`src/design/partition_isolation_pkg.sv`:
```
package partition_isolation_pkg;

  // ==========================================================================
  // register map
  // ==========================================================================
  localparam logic [0:0]  ISOLATION_CMD_OFFSET   = 1'h0;
  localparam logic [0:0]  ISOLATION_STATE_OFFSET = 1'h0;
  localparam int          CMD_BIT                = 0;
  localparam int          STATE_BIT              = 0;
  localparam logic        DECOUPLE_RESET         = 1'h0;

  // ==========================================================================
  // bus constants
  // ==========================================================================
  localparam int          DATA_W                 = 32;
  localparam logic [1:0]  RESP_OKAY              = 2'h0;
  localparam logic [1:0]  RESP_SLVERR            = 2'h2;

  // stream control word, only the low bit is meaningful
  typedef struct packed {
    logic        valid;
    logic [31:0] data;
  } stream_word_t;

endpackage

```
`src/design/partition_isolation_control.sv`:
```
`timescale 1ns/100ps
`default_nettype none

module partition_isolation_control #(
  parameter int          TO_RP_W   = 8,             // static -> partition width
  parameter int          FROM_RP_W = 8,             // partition -> static width
  parameter logic [7:0]  TO_RP_SAFE   = 8'h00,
  parameter logic [7:0]  FROM_RP_SAFE = 8'h00
) (
  input  wire logic                 sys_clk_i,
  input  wire logic                 reset_i,
  // register port
  input  wire logic                 reg_aresetn_i,
  input  wire logic                 reg_awaddr_i,
  input  wire logic                 reg_awvalid_i,
  output logic                      reg_awready_o,
  input  wire logic [31:0]          reg_wdata_i,
  input  wire logic                 reg_wvalid_i,
  output logic                      reg_wready_o,
  output logic [1:0]                reg_bresp_o,
  output logic                      reg_bvalid_o,
  input  wire logic                 reg_bready_i,
  input  wire logic                 reg_araddr_i,
  input  wire logic                 reg_arvalid_i,
  output logic                      reg_arready_o,
  output logic [31:0]               reg_rdata_o,
  output logic [1:0]                reg_rresp_o,
  output logic                      reg_rvalid_o,
  input  wire logic                 reg_rready_i,
  // control and status streams
  input  wire logic                 ctrl_aresetn_i,
  input  wire logic                 ctrl_tvalid_i,
  output logic                      ctrl_tready_o,
  input  wire logic [31:0]          ctrl_tdata_i,
  output logic                      status_tvalid_o,
  output logic [31:0]               status_tdata_o,
  // level control and status
  input  wire logic                 decouple_i,
  output logic                      decouple_status_o,
  // isolated interface, partition side and static side
  input  wire logic [TO_RP_W-1:0]   s_to_rp_i,
  output logic      [TO_RP_W-1:0]   rp_to_rp_o,
  input  wire logic [FROM_RP_W-1:0] rp_from_rp_i,
  output logic      [FROM_RP_W-1:0] s_from_rp_o
);

  // ==========================================================================
  // command sources
  // ==========================================================================
  logic                         reg_cmd_ff;
  logic                         stream_cmd_ff;
  logic                         decoupled;
  partition_isolation_pkg::stream_word_t ctrl_word;

  assign ctrl_word = '{valid: ctrl_tvalid_i, data: ctrl_tdata_i};

  // any source can request isolation; sources are or-ed so none can undo another
  assign decoupled = reg_cmd_ff | stream_cmd_ff | decouple_i;

  // status pin is purely combinational so it can chain into another isolator
  assign decouple_status_o = decoupled;

  // ==========================================================================
  // register write channel
  // ==========================================================================
  logic        aw_seen_ff;
  logic        w_seen_ff;
  logic [31:0] wdata_ff;
  logic        awaddr_ff;
  logic        aw_take;
  logic        w_take;
  logic        do_write;

  // readies drop once a half is held or the answer waits: one write in flight
  assign reg_awready_o = ~aw_seen_ff & ~reg_bvalid_o;
  assign reg_wready_o  = ~w_seen_ff & ~reg_bvalid_o;
  assign aw_take       = reg_awvalid_i & reg_awready_o;
  assign w_take        = reg_wvalid_i & reg_wready_o;
  // address and data may arrive in either order or in the same cycle
  assign do_write      = (aw_seen_ff | aw_take) & (w_seen_ff | w_take);

  // address half held until its data partner arrives
  always_ff @(posedge sys_clk_i or posedge reset_i)
  begin
    if (reset_i)
    begin
      aw_seen_ff <= 1'h0;
    end
    else if (!reg_aresetn_i)
    begin
      aw_seen_ff <= 1'h0;
    end
    else if (do_write)
    begin
      aw_seen_ff <= 1'h0;
    end
    else if (aw_take)
    begin
      aw_seen_ff <= 1'h1;
    end
  end

  // data half held until its address partner arrives
  always_ff @(posedge sys_clk_i or posedge reset_i)
  begin
    if (reset_i)
    begin
      w_seen_ff <= 1'h0;
    end
    else if (!reg_aresetn_i)
    begin
      w_seen_ff <= 1'h0;
    end
    else if (do_write)
    begin
      w_seen_ff <= 1'h0;
    end
    else if (w_take)
    begin
      w_seen_ff <= 1'h1;
    end
  end

  // captured address, only read back while the data half is still missing
  always_ff @(posedge sys_clk_i or posedge reset_i)
  begin
    if (reset_i)
    begin
      awaddr_ff <= 1'h0;
    end
    else if (!reg_aresetn_i)
    begin
      awaddr_ff <= 1'h0;
    end
    else if (aw_take)
    begin
      awaddr_ff <= reg_awaddr_i;
    end
  end

  // captured data; the full word is kept so a late address sees it unchanged
  always_ff @(posedge sys_clk_i or posedge reset_i)
  begin
    if (reset_i)
    begin
      wdata_ff <= 32'h0;
    end
    else if (!reg_aresetn_i)
    begin
      wdata_ff <= 32'h0;
    end
    else if (w_take)
    begin
      wdata_ff <= reg_wdata_i;
    end
  end

  // write answer stands until the host takes it
  always_ff @(posedge sys_clk_i or posedge reset_i)
  begin
    if (reset_i)
    begin
      reg_bvalid_o <= 1'h0;
    end
    else if (!reg_aresetn_i)
    begin
      reg_bvalid_o <= 1'h0;
    end
    else if (do_write)
    begin
      reg_bvalid_o <= 1'h1;
    end
    else if (reg_bvalid_o && reg_bready_i)
    begin
      reg_bvalid_o <= 1'h0;
    end
  end

  // every write is accepted, reserved address included, so the code is fixed
  always_ff @(posedge sys_clk_i or posedge reset_i)
  begin
    if (reset_i)
    begin
      reg_bresp_o <= partition_isolation_pkg::RESP_OKAY;
    end
    else if (!reg_aresetn_i)
    begin
      reg_bresp_o <= partition_isolation_pkg::RESP_OKAY;
    end
    else if (do_write)
    begin
      reg_bresp_o <= partition_isolation_pkg::RESP_OKAY;
    end
  end

  // write-side values for the current write (fresh or held)
  logic [31:0] wr_data;
  logic        wr_addr;
  assign wr_data = w_seen_ff ? wdata_ff : reg_wdata_i;
  assign wr_addr = aw_seen_ff ? awaddr_ff : reg_awaddr_i;

  // command bit; only bit 0 matters, upper bits are reserved and dropped
  always_ff @(posedge sys_clk_i or posedge reset_i)
  begin
    if (reset_i)
    begin
      reg_cmd_ff <= partition_isolation_pkg::DECOUPLE_RESET;
    end
    else if (!reg_aresetn_i)
    begin
      reg_cmd_ff <= partition_isolation_pkg::DECOUPLE_RESET;
    end
    else if (do_write && wr_addr == partition_isolation_pkg::ISOLATION_CMD_OFFSET)
    begin
      reg_cmd_ff <= wr_data[partition_isolation_pkg::CMD_BIT];
    end
  end

  // ==========================================================================
  // register read channel
  // ==========================================================================
  logic        ar_take;
  logic [31:0] rd_word;

  assign ar_take = reg_arvalid_i & reg_arready_o;

  // the state is read back, never the command: writes only reach it via decoupled
  always_comb
  begin
    rd_word = 32'h0;
    if (reg_araddr_i == partition_isolation_pkg::ISOLATION_STATE_OFFSET)
    begin
      rd_word[partition_isolation_pkg::STATE_BIT] = decoupled;
    end
  end

  // read answer stands until the host takes it
  always_ff @(posedge sys_clk_i or posedge reset_i)
  begin
    if (reset_i)
    begin
      reg_rvalid_o <= 1'h0;
    end
    else if (!reg_aresetn_i)
    begin
      reg_rvalid_o <= 1'h0;
    end
    else if (ar_take)
    begin
      reg_rvalid_o <= 1'h1;
    end
    else if (reg_rvalid_o && reg_rready_i)
    begin
      reg_rvalid_o <= 1'h0;
    end
  end

  // data is frozen at the take edge so a slow host reads a stable word
  always_ff @(posedge sys_clk_i or posedge reset_i)
  begin
    if (reset_i)
    begin
      reg_rdata_o <= 32'h0;
      reg_rresp_o <= partition_isolation_pkg::RESP_OKAY;
    end
    else if (!reg_aresetn_i)
    begin
      reg_rdata_o <= 32'h0;
      reg_rresp_o <= partition_isolation_pkg::RESP_OKAY;
    end
    else if (ar_take)
    begin
      reg_rdata_o <= rd_word;
      reg_rresp_o <= partition_isolation_pkg::RESP_OKAY;
    end
  end

  assign reg_arready_o = ~reg_rvalid_o;

  // ==========================================================================
  // control and status streams
  // ==========================================================================
  // ready whenever ctrl_aresetn_i is high: only bit 0 of a control word is used, so it needs no buffering
  assign ctrl_tready_o = ctrl_aresetn_i;

  always_ff @(posedge sys_clk_i or posedge reset_i)
  begin
    if (reset_i)
    begin
      stream_cmd_ff <= partition_isolation_pkg::DECOUPLE_RESET;
    end
    else if (!ctrl_aresetn_i)
    begin
      stream_cmd_ff <= partition_isolation_pkg::DECOUPLE_RESET;
    end
    else if (ctrl_word.valid && ctrl_tready_o)
    begin
      stream_cmd_ff <= ctrl_word.data[partition_isolation_pkg::CMD_BIT];
    end
  end

  // status stream reports the state, one cycle late, every cycle after reset
  always_ff @(posedge sys_clk_i or posedge reset_i)
  begin
    if (reset_i)
    begin
      status_tvalid_o <= 1'h0;
      status_tdata_o  <= 32'h0;
    end
    else
    begin
      status_tvalid_o <= 1'h1;
      status_tdata_o  <= {31'h0, decoupled};
    end
  end

  // ==========================================================================
  // isolation muxes
  // ==========================================================================
  // one port pair per signal; no crossing here, so no ref clocks or extra status
  // no control reference clock either: the bus clock is always present
  genvar gi;
  generate
    for (gi = 0; gi < TO_RP_W; gi++)
    begin : g_to_rp
      assign rp_to_rp_o[gi] = decoupled ? TO_RP_SAFE[gi % 8] : s_to_rp_i[gi];
    end
    for (gi = 0; gi < FROM_RP_W; gi++)
    begin : g_from_rp
      assign s_from_rp_o[gi] = decoupled ? FROM_RP_SAFE[gi % 8] : rp_from_rp_i[gi];
    end
  endgenerate

endmodule // partition_isolation_control

`default_nettype wire

```
`config.mk`:
```
export PLATFORM = sky130hd
export DESIGN_NAME = partition_isolation_control
export DESIGN_NICKNAME = d
export VERILOG_FILES = /design/src/design/partition_isolation_pkg.sv /design/src/design/partition_isolation_control.sv
export SDC_FILE = /design/constraint.sdc
export NUM_CORES = 1
export LEC_CHECK = 0
export ABC_AREA = 1
export BUFFER_PORTS_ARGS = -buffer_cell sky130_fd_sc_hd__buf_4
export CELL_PAD_IN_SITES_DETAIL_PLACEMENT = 0
export CELL_PAD_IN_SITES_GLOBAL_PLACEMENT = 1
export CORE_MARGIN = 2
export CORE_UTILIZATION = 16
export CTS_CLUSTER_DIAMETER = 100
export CTS_CLUSTER_SIZE = 12
export DETAILED_ROUTE_END_ITERATION = 6
export PLACE_DENSITY_LB_ADDON = 0.1
export SYNTH_ARGS = -nofsm -noshare
export SYNTH_HDL_FRONTEND = slang
export SYNTH_SLANG_ARGS = --single-unit
```
`constraint.sdc`:
```
create_clock -name sys_clk_i -period 1.3 [get_ports sys_clk_i]
set_input_delay 0.13 -clock sys_clk_i [delete_from_list [all_inputs] [get_ports sys_clk_i]]
set_output_delay 0.13 -clock sys_clk_i [all_outputs]
set_load 0.1 [all_outputs]
```
# After elaboration in Yosys (flattened, before gate mapping)
# Index checks and enable logic that the tools add are counted.
[totals] register_bits=46 input_bits=93 out_inout_bits=92 word_cells=87
[op_classes] eq_ne=10 mux=45 bitwise=15 reduce_logical=4
[ops] operator="$mux 32" n=2
[ops] operator="$mux 1" n=39
[ops] operator="$ne 2x1->1 const B" n=6
[ops] operator="$ne 3x1->1 const B" n=4
[ops] operator="$mux 2" n=4
[ops] operator="$and 1x1->1" n=6
[ops] operator="$not 1->1" n=5
[ops] operator="$logic_and 1x1->1" n=4
[ops] operator="$or 1x1->1" n=4

# Longest topological paths before layout
# Gate-level depths: netlist of run 1.
[depth] depth_word=8 ltp_mapped=7 depth_no_buf=7

# Worst setup path after synthesis of run 1
# No wires, ideal clock.
[synth_timing] kind="flip-flop to flip-flop" startpoint="reg reg_bvalid_o" endpoint="reg wdata_ff[0]" setup_time_ns=0.094 arrival_ns=2.640 setup_slack_ns=-1.434 stages_incl_launch_ff=4 n_path_buf=0 synth_period_minus_slack_ns=2.734 path_cell_list="dfrtp_1 nor2_1 nand2_1 a211oi_1"
[synth_via] elab_chain_cells=4
[synth_lines] element="start, declared" line_no="partition_isolation_control.sv:21" rtl="output logic reg_bvalid_o,"
[synth_lines] element="start signal, assigned" line_no="partition_isolation_control.sv:163" rtl="reg_bvalid_o <= 1'h0;"
[synth_lines] element="start signal, assigned" line_no="partition_isolation_control.sv:167" rtl="reg_bvalid_o <= 1'h0;"
[synth_lines] element="start signal, assigned" line_no="partition_isolation_control.sv:171" rtl="reg_bvalid_o <= 1'h1;"
[synth_lines] element="$not 1->1" line_no="partition_isolation_control.sv:76" rtl="assign reg_wready_o = ~w_seen_ff & ~reg_bvalid_o;"
[synth_lines] element="$and 1x1->1" line_no="partition_isolation_control.sv:76"
[synth_lines] element="via reg_wready_o" line_no="partition_isolation_control.sv:19" rtl="output logic reg_wready_o,"
[synth_lines] element="$and 1x1->1" line_no="partition_isolation_control.sv:78" rtl="assign w_take = reg_wvalid_i & reg_wready_o;"
[synth_lines] element="$ne 2x1->1 (no line)"
[synth_lines] element="end signal, assigned" line_no="partition_isolation_control.sv:154" rtl="wdata_ff <= reg_wdata_i;"
[synth_lines] element="end, declared" line_no="partition_isolation_control.sv:68" rtl="logic [31:0] wdata_ff;"
# The timed path passes the listed nets, and every way through them passes these cells.
# A chain may end at the register's enable or synchronous reset.

# Final worst setup path of run 1
[layout_timing] startpoint="reg reg_cmd_ff" endpoint="out rp_to_rp_o[1]"
[layout_via] elab_chain_cells=3
[layout_lines] element="start, declared" line_no="partition_isolation_control.sv:50" rtl="logic reg_cmd_ff;"
[layout_lines] element="start signal, assigned" line_no="partition_isolation_control.sv:207" rtl="reg_cmd_ff <= partition_isolation_pkg::DECOUPLE_RESET;"
[layout_lines] element="start signal, assigned" line_no="partition_isolation_control.sv:211" rtl="reg_cmd_ff <= partition_isolation_pkg::DECOUPLE_RESET;"
[layout_lines] element="start signal, assigned" line_no="partition_isolation_control.sv:215" rtl="reg_cmd_ff <= wr_data[partition_isolation_pkg::CMD_BIT];"
[layout_lines] element="$or 1x1->1 (2 in a row)" line_no="partition_isolation_control.sv:58" rtl="assign decoupled = reg_cmd_ff | stream_cmd_ff | decouple_i;"
[layout_lines] element="$mux 1" line_no="partition_isolation_control.sv:326" rtl="assign rp_to_rp_o[gi] = decoupled ? TO_RP_SAFE[gi % 8] : s_to_rp_i[gi];"
[layout_lines] element="end, declared" line_no="partition_isolation_control.sv:42" rtl="output logic [TO_RP_W-1:0] rp_to_rp_o,"
# Every way passes these cells.

==> flow_summary.toml, run 1 <==
[run_status]
status = "complete, but fails checks"
violations = "setup timing"

[job]
cap_violations = 0

[synth]
yosys.area.top_type = "buf_4"
ys_ff_latch = 11
synth.top_cell.area_share_pct = 44.13
synthFlopType = "dfrtp_1"
synth_cell_type_count = 15
synth.avg_cell_area_um2 = 6.908
syn_inst = 165
synthTopCellsByArea = "buf_4, dfrtp_1, inv_1, nor2_1, nand2_1"
synth_edf_count = 0
ys_warn_count = 0
async_reset_ff_share_pct = 100.0
syn_area_um2 = 1140
yosysSeqAreaShare_pct = 24.15

[hold_path]
min_to = "stream_cmd_ff"
hp-class = "in -> reg"
holdPathStages = 2
hp-start = "ctrl_tvalid_i"

[pwr]
p_leak_nw = 1.060
swShare_pct = 63.65
irDropWorstVdd_mv = 0.3716
clock_power_share_pct = 12.9
p_int_w = 0.0009821
pwr-share-seq_pct = 15.1
powerDensity_nw_per_um2 = 1386
switchingPower_w = 0.001720
p_comb_share_pct = 72.0

[routing]
drt-wirelength-per-cell_um = 8.086
drc = 0
drt_iter0_markers = 7
first_pass_iters = 4
antenna_left = 0
vias = 961
via_per_inst = 2.939
wirelength_um = 2644

[clocking]
numCtsBuffers = 3
cts_htree_levels = 1
clk_path_buf_depth = 2
root_buffer = "clkbuf_8"
cts.sinks = 11
worstSkewPairLatency_ns = 0.24
cts_tree = "done"
clk_pin_slew_ns = 0.05

[placed_design]
place_hpwl_um = 2220
io_buffer_count = 56
place.gp.congestion = 0.5867
dpl_cell_area_um2 = 1635

[global_route]
grt_max_degree = 12
first_global_vias = 777
grt_pass1_wl_um = 3691
globalRouteOverflowTotal = 0
antenna_found_initial = 0
grt_use_total_pct = 6.153

[die]
start_util_pct = 16.68
die_w_um = 88.41
coreArea_um2 = 6832
dieArea_um2 = 7815
die_y_um = 88.41
pin_count = 185
row_count = 30

[finish]
n_fill_cell = 763
final_area_um2 = 1949
syn_to_final_growth_pct = 71.02
post-route-util_pct = 28.53
diodes = 0
fin_nets = 325
drive_gt1_share_pct = 40.69

[timing]
hold_viol_final = 0
setup_viol = 18
post-route-period-util_pct = 111.8
fmax_mhz = 688.3
skew_ns = 0.001415
report.final.slew_viol_count = 0
finalCriticalPeriod_ns = 1.453
whs_ns = 0.05944
grt_setup_unrepaired = "yes"
layout_setup_ws_ns = -0.1528

[critical_path]
cp_common_cell = "buf_12"
critPathLaunchType = "flop"
cp_max_fo = 10
r2r_slack_ns = 0.08
crit_path_top_delay_cell = "dfrtp_1"
crit_chain = "nor2_2 > nand2_4 > buf_12 > nor2_4 > buf_12"
cp.arrival_ns = 1.32
critPathRequiredTime_ns = 1.17
r2r_end = "aw_seen_ff"
endpoint_kind = "primary output"
rr_startpoint = "reg_bvalid_o"
r2r_cells = 7
slowest_delay_ns = 0.39
criticalPathCategory = "reg -> out"
power by group through the flow:
stage	registers, W	clock network, W	logic, W
floorplan	0.000504	0	0.00161
global placement	0.000415	0	0.00179
detailed placement	0.000414	0	0.00179
CTS	0.000408	0.000363	0.00194
global route	0.000414	0.000381	0.00201
finish	0.000408	0.000348	0.00195
routing by layer:
metal	vias up	global-route usage (%)	wire (µm)
li1	477	-	-
met1	414	7.167	966
met2	68	10.39	1339
met3	2	2.332	320
met4	0	2.066	18
met5	-	0	0
sequential cells by signal, indices dropped and copies added, names as in the netlist:
signal           flops
status_tvalid_o      1
stream_cmd_ff        1
wdata_ff             1
aw_seen_ff           1
status_tdata_o       1
awaddr_ff            1
reg_rvalid_o         1
w_seen_ff            1
reg_bvalid_o         1
reg_cmd_ff           1
reg_rdata_o          1
critical path, delay by kind of cell (launching register included):
kind / cells / cell delay, ns
flip-flops: 1 / 0.39
AND/OR/NAND/NOR: 3 / 0.35
buffers and inverters: 2 / 0.34
layout make-up:
type	instances	area (µm²)	share of cell area [%]
Tap cell	96	120.1	6.162
Timing Repair Buffer	65	732.0	37.55
Sequential cell	11	282.8	14.51
Multi-Input combinational cell	120	649.4	33.31
Inverter	31	120.1	6.162
Clock buffer	4	45.04	2.311
cell usage in the layout, fill, tap and decap left out, types with 2 or more instances in the layout:
cell and n:
inv_1 30, nand2_1 10, nand3_1 3, nor2_1 5, dfrtp_4 2, buf_12 19, clkbuf_8 3, a21oi_1 5
o21ai_0 4, conb_1 67, dfrtp_1 9, nor2_4 18, buf_4 44
timing repair:
action / in CTS / in global routing
setup buffers: 2 / 1
pin swaps: 1 / 3
hold buffers: 1 / 0
resized for setup: 53 / 3
endpoints found under the setup margin: 18 / 20
hold endpoints to repair: 11 / 0
through the flow:
stage	worst slack, ns	std cells	setup TNS (ns)	total power (W)
after detailed placement	0.01963	319	0	0.002199
after floorplan	-0.3540	230	-2.938	0.002110
after global placement	0.02124	319	0	0.002202
final	-0.1528	327	-2.145	0.002702
after CTS	-0.1696	326	-2.406	0.002707
after global routing	-0.2250	327	-3.419	0.002806
synth_stat cells, types with 2 or more instances:
master / number
o21bai_1: 2
o21ai_0: 4
nand2_1: 11
a21oi_1: 5
inv_1: 31
conb_1: 2
dfrtp_1: 11
nand3_1: 3
nor2_1: 24
buf_4: 67
worst max path at each step:
| stage | start | slack [ns] | end | cells after the start |
|---|---|---|---|---|
| finish | reg_cmd_ff | -0.15 | rp_to_rp_o[1] | 5 |
| global route | reg_cmd_ff | -0.22 | rp_to_rp_o[1] | 5 |
| CTS | stream_cmd_ff | -0.17 | s_from_rp_o[2] | 5 |
| global placement | stream_cmd_ff | 0.02 | s_from_rp_o[2] | 5 |
| detailed placement | stream_cmd_ff | 0.02 | s_from_rp_o[2] | 5 |
| floorplan | reg_rvalid_o | -0.35 | reg_rvalid_o | 4 |
kinds of logic (layout without fill, tap and decap cells):
family                 count (synthesis)  after routing  share of synthesized area, %
and+or+nand+nor                       40             40                         13.83
other                                  2             67                        0.6589
AOI/OAI and AO/OA                     13             13                         6.586
buffers and inverters                 99            100                         54.77
DFF                                   11             11                         24.15
Note: power is estimated with default switching activity, not from simulation.
==> run 2: changes to the inputs <==
Settings changed: CTS_BUF_LIST set to sky130_fd_sc_hd__clkbuf_16.
==> flow_summary.toml, run 2 (synthesized netlist as in run 1, its figures left out) <==
[run_status]
status = "complete, but fails checks"
violations = "setup timing"

[die]
row_count = 30
start_util_pct = 16.68
coreArea_um2 = 6832
dieArea_um2 = 7815
die_w_um = 88.41
pin_count = 185
die_y_um = 88.41

[clocking]
root_buffer = "clkbuf_16"
numCtsBuffers = 3
cts_htree_levels = 1
cts.sinks = 11
worstSkewPairLatency_ns = 0.24
clk_path_buf_depth = 2
clk_pin_slew_ns = 0.04
cts_tree = "done"

[finish]
drive_gt1_share_pct = 40.95
n_fill_cell = 757
diodes = 0
most-common-layout-cells = "conb_1, buf_4, inv_1, buf_12, nor2_4"
fin_nets = 326
final_area_um2 = 1998
syn_to_final_growth_pct = 75.30
final_common_cell = "conb_1"

[routing]
wl_met3_um = 338
drt_iter0_markers = 8
met1_length_um = 961
highest_layer = "met4"
drc = 0
first_pass_iters = 4
met2RoutedLength_um = 1368
via_per_inst = 2.942
wirelength_um = 2695
vias = 965
drt-wirelength-per-cell_um = 8.216
antenna_left = 0

[critical_path]
cp_max_fo = 10
critPathLaunchType = "flop"
cp.arrival_ns = 1.32
critPathRequiredTime_ns = 1.17
endpoint_kind = "primary output"
criticalPathCategory = "reg -> out"

[hold_path]
hp-class = "in -> reg"

[pwr]
switchingPower_w = 0.001746
p_leak_nw = 1.086
irDropWorstVdd_mv = 0.4222
powerDensity_nw_per_um2 = 1464
p_comb_share_pct = 67.0
clock_power_share_pct = 19.1
swShare_pct = 59.69
p_int_w = 0.001179
pwr-share-seq_pct = 14.0

[global_route]
antenna_found_initial = 0
grt_use_total_pct = 6.153
grt_max_degree = 12
grt_pass1_wl_um = 3657
first_global_vias = 769
globalRouteOverflowTotal = 0

[timing]
whs_ns = 0.06157
timing.setup.tns_ns = -2.087
report.final.slew_viol_count = 0
setup_viol = 17
post-route-period-util_pct = 111.5
fmax_mhz = 689.9
skew_ns = 0.002903
slew-limit-headroom_pct = 66.67
grt_setup_unrepaired = "yes"
layout_setup_ws_ns = -0.1495
worstMarginPinSlew_ns = 0.4994
hold_viol_final = 0
finalCriticalPeriod_ns = 1.449

[job]
cap_violations = 0

[placed_design]
place_hpwl_um = 2220
io_buffer_count = 56
place.gp.congestion = 0.5867
dpl_cell_area_um2 = 1635
-- run 2: per-stage QoR --
stage	instances	power (W)	util, %	setup WS (ns)
after CTS	326	0.002914	28.63	-0.1632
after global routing	328	0.003035	29.25	-0.2186
after floorplan	230	0.002110	-	-0.3540
after detailed placement	319	0.002199	23.94	0.01963
final	328	0.002925	29.25	-0.1495
after global placement	319	0.002202	23.94	0.02124
-- run 2: power by group through the flow --
stage | clock, W | sequential, W | combinational [W]
floorplan | 0 | 0.000504 | 0.00161
global placement | 0 | 0.000415 | 0.00179
detailed placement | 0 | 0.000414 | 0.00179
CTS | 0.000571 | 0.000409 | 0.00193
global route | 0.000599 | 0.000415 | 0.00202
finish | 0.000557 | 0.000409 | 0.00196
-- run 2: final cells by class --
class	count	area, µm²	share of cell area, %
sequential	11	282.8	14.15
inverter	31	120.1	6.011
multi-input combinational	120	656.9	32.87
timing repair buffer	66	739.5	37.01
clock buffer	3	75.07	3.757
clock inverter	1	3.754	0.1879
tap	96	120.1	6.011
-- run 2: per-layer routing --
layer	vias up	GRT usage, %
met5	-	0
met4	0	2.479
met3	4	2.332
met2	71	10.32
met1	412	7.055
li1	478	-
-- run 2: path summary, 6_finish.rpt --
kind,from,end,slack [ns],depth (start not counted)
setup reg to reg,reg_bvalid_o,aw_seen_ff,0.08,7
hold reg to reg,reg_rdata_o[0],reg_rdata_o[0],0.54,2
setup / recovery,reg_cmd_ff,rp_to_rp_o[1],-0.15,5
hold / removal,ctrl_tvalid_i,stream_cmd_ff,0.06,2
max in group asynchronous,reset_i,reg_rvalid_o,0.43,3
min in group asynchronous,reset_i,w_seen_ff,0.49,3
-- run 2: critical path: stages, from the launching register on --
cell and delay (ns):
dfrtp_1 0.38, nor2_2 0.15, nand2_4 0.08, buf_12 0.16, nor2_4 0.12, buf_12 0.18
-- run 2: repair_timing --
action                     CTS  global route
pin swaps                    1             3
gates cloned                 0             0
gates resized for setup     52             5
buffers inserted             2             2
hold endpoints to repair    11             0
setup endpoints to repair   18            22
hold buffers                 1             0
==> run 3: changes to the inputs <==
Settings changed: ABC_AREA 1 to not set, CORE_UTILIZATION 16 to 17.
==> flow_summary.toml, run 3 <==
[placed_design]
place_hpwl_um = 2229
place.gp.congestion = 0.6887
place_ws_ns = -0.05748
io_buffer_count = 56
dp.cells = 269

[global_route]
top_usage_layer = "met2"
use_met1_pct = 7.860
antenna_found_initial = 0
grtUsageMet2_pct = 10.19
grt_max_degree = 15
grt_pass1_wl_um = 3670
grtUsageMet3_pct = 1.422
grt_use_total_pct = 6.284
globalRouteOverflowTotal = 0
first_global_vias = 775

[timing]
post-route-period-util_pct = 115.6
finalCriticalPeriod_ns = 1.502
grt_setup_unrepaired = "yes"
hold_viol_final = 0
setup_viol = 17
skew_ns = 0.002396
fmax_mhz = 665.7
layout_setup_ws_ns = -0.2023
report.final.slew_viol_count = 0
timing.setup.tns_ns = -3.106

[critical_path]
worst-path-buf-inv = 2
criticalPathCategory = "reg -> out"
r2r_end = "reg_cmd_ff"
critPathLaunchType = "flop"
cp.arrival_ns = 1.37
slowest_delay_ns = 0.40
critPathRequiredTime_ns = 1.17
endpoint_kind = "primary output"
crit_chain = "nor3_4 > buf_4 > and2_2 > buf_12"
worst_path_dominant_cell_family = "flip-flops"
r2r_slack_ns = 0.07
crit_path_top_delay_cell = "dfrtp_1"
rr_startpoint = "reg_bvalid_o"
cp_max_fo = 4
r2r_cells = 4

[finish]
syn_to_final_growth_pct = 57.01
most-common-layout-cells = "conb_1, buf_4, buf_12, and2_4, dfrtp_1"
final_common_cell = "conb_1"
diodes = 0
post-route-util_pct = 27.39
final_cells = 275
fin_nets = 289
drive_gt1_share_pct = 47.69

[die]
die_y_um = 87.27
coreArea_um2 = 6756
pin_count = 185
row_count = 30
die_w_um = 87.27
start_util_pct = 17.44
dieArea_um2 = 7615

[clocking]
worstSkewPairLatency_ns = 0.24
cts_tree = "done"
clk_pin_slew_ns = 0.04
root_buffer = "clkbuf_16"
numCtsBuffers = 3
cts.sinks = 11
cts_htree_levels = 1
clk_path_buf_depth = 2

[routing]
via_per_inst = 3.255
wirelength_um = 2674
drt_iter0_markers = 12
first_pass_iters = 4
vias = 895
drt-wirelength-per-cell_um = 9.724
antenna_left = 0
drc = 0

[synth]
synthTopCellsByArea = "buf_4, dfrtp_1, and2_1, mux2i_1, nor2b_1"
synthFlopType = "dfrtp_1"
ys_ff_latch = 11
synth.avg_cell_area_um2 = 8.666
synth_most_common_cell = "buf_4"
yosys.area.top_type = "buf_4"
synth.top_cell.area_share_pct = 42.68
synth_cell_type_count = 26
yosysSeqAreaShare_pct = 23.35
ys_top_cells_by_count = "buf_4, and2_1, dfrtp_1"
ys_warn_count = 0
async_reset_ff_share_pct = 100.0
synth_edf_count = 0
syn_inst = 136
syn_area_um2 = 1179

[run_status]
status = "complete, but fails checks"
violations = "setup timing"

[hold_path]
hp-class = "in -> reg"
min_to = "stream_cmd_ff"
holdPathStages = 2
hp-start = "ctrl_aresetn_i"

[pwr]
powerDensity_nw_per_um2 = 1478
p_leak_nw = 0.9670
total_power_w = 0.002735
irDropWorstVdd_mv = 0.3658

[job]
cap_violations = 0
run 3: cell count changes after synthesis, sizes merged, moves of 4 or more:
cell | previous run | this run
inv | 31 | 3
nor2 | 24 | 5
and2 | 0 | 16
nand2 | 12 | 3
mux2i | 0 | 5
nor2b | 0 | 5
o21ai | 4 | 0
run 3: worst max path at each step:
stage | startpoint | to | slack, ns | depth (start not counted)
floorplan | stream_cmd_ff | status_tdata_o[0] | -0.24 | 3
global placement | stream_cmd_ff | s_from_rp_o[7] | -0.06 | 4
detailed placement | stream_cmd_ff | s_from_rp_o[5] | -0.06 | 4
CTS | reg_cmd_ff | s_from_rp_o[4] | -0.23 | 4
global route | reg_cmd_ff | s_from_rp_o[3] | -0.26 | 4
finish | reg_cmd_ff | rp_to_rp_o[0] | -0.20 | 4
run 3: final cells by class:
type	instances	area, µm²
clock buffers	3	75.07
repair buffers	61	691.9
multi-input cells	116	681.9
fillers	721	4906
well taps	80	100.1
clock inverters	1	3.754
flip-flops and latches	11	282.8
inverters	3	15.01
run 3: worst register-to-register path, cell delays in order (launching register included):
cell and delay, ns:
dfrtp_4 0.55, buf_6 0.16, nor2b_4 0.14, o221ai_2 0.12
mux2i_1 0.14
run 3: through the flow:
stage               hold slack [ns]  instance area [µm²]
finish                       0.1374                 1851
global route                 0.1661                 1851
CTS                          0.1396                 1839
detailed placement           0.1855                 1531
global placement             0.1870                 1531
floorplan                  -0.01752                 1510
run 3: logic make-up after synthesis:
| logic type | share of synthesized area (%) |
|---|---|
| DFF | 23.35 |
| AOI/OAI and AO/OA | 5.521 |
| and+or+nand+nor | 20.49 |
| buffers and inverters | 45.75 |
| muxes | 4.246 |
| other | 0.6372 |
run 3: repair_timing:
item | 4_1_cts | 5_1_grt
resized for setup | 55 | 3
endpoints found under the hold margin | 11 | 0
endpoints found under the setup margin | 19 | 18
hold buffers | 1 | 0
buffers inserted | 0 | 1
pin swaps | 1 | 0
run 3: where the power goes:
group / internal [W] / switching, W
Sequential: 0.000372 / 0.0000395
Clock: 0.000403 / 0.000147
Combinational: 0.000352 / 0.00142
Total: 0.00113 / 0.00161
run 3: routing by layer:
metal	part of all wire (%)	routed length [µm]
met1	39	1052
met2	48	1279
met3	12	310
met4	1.2	31
met5	0	0
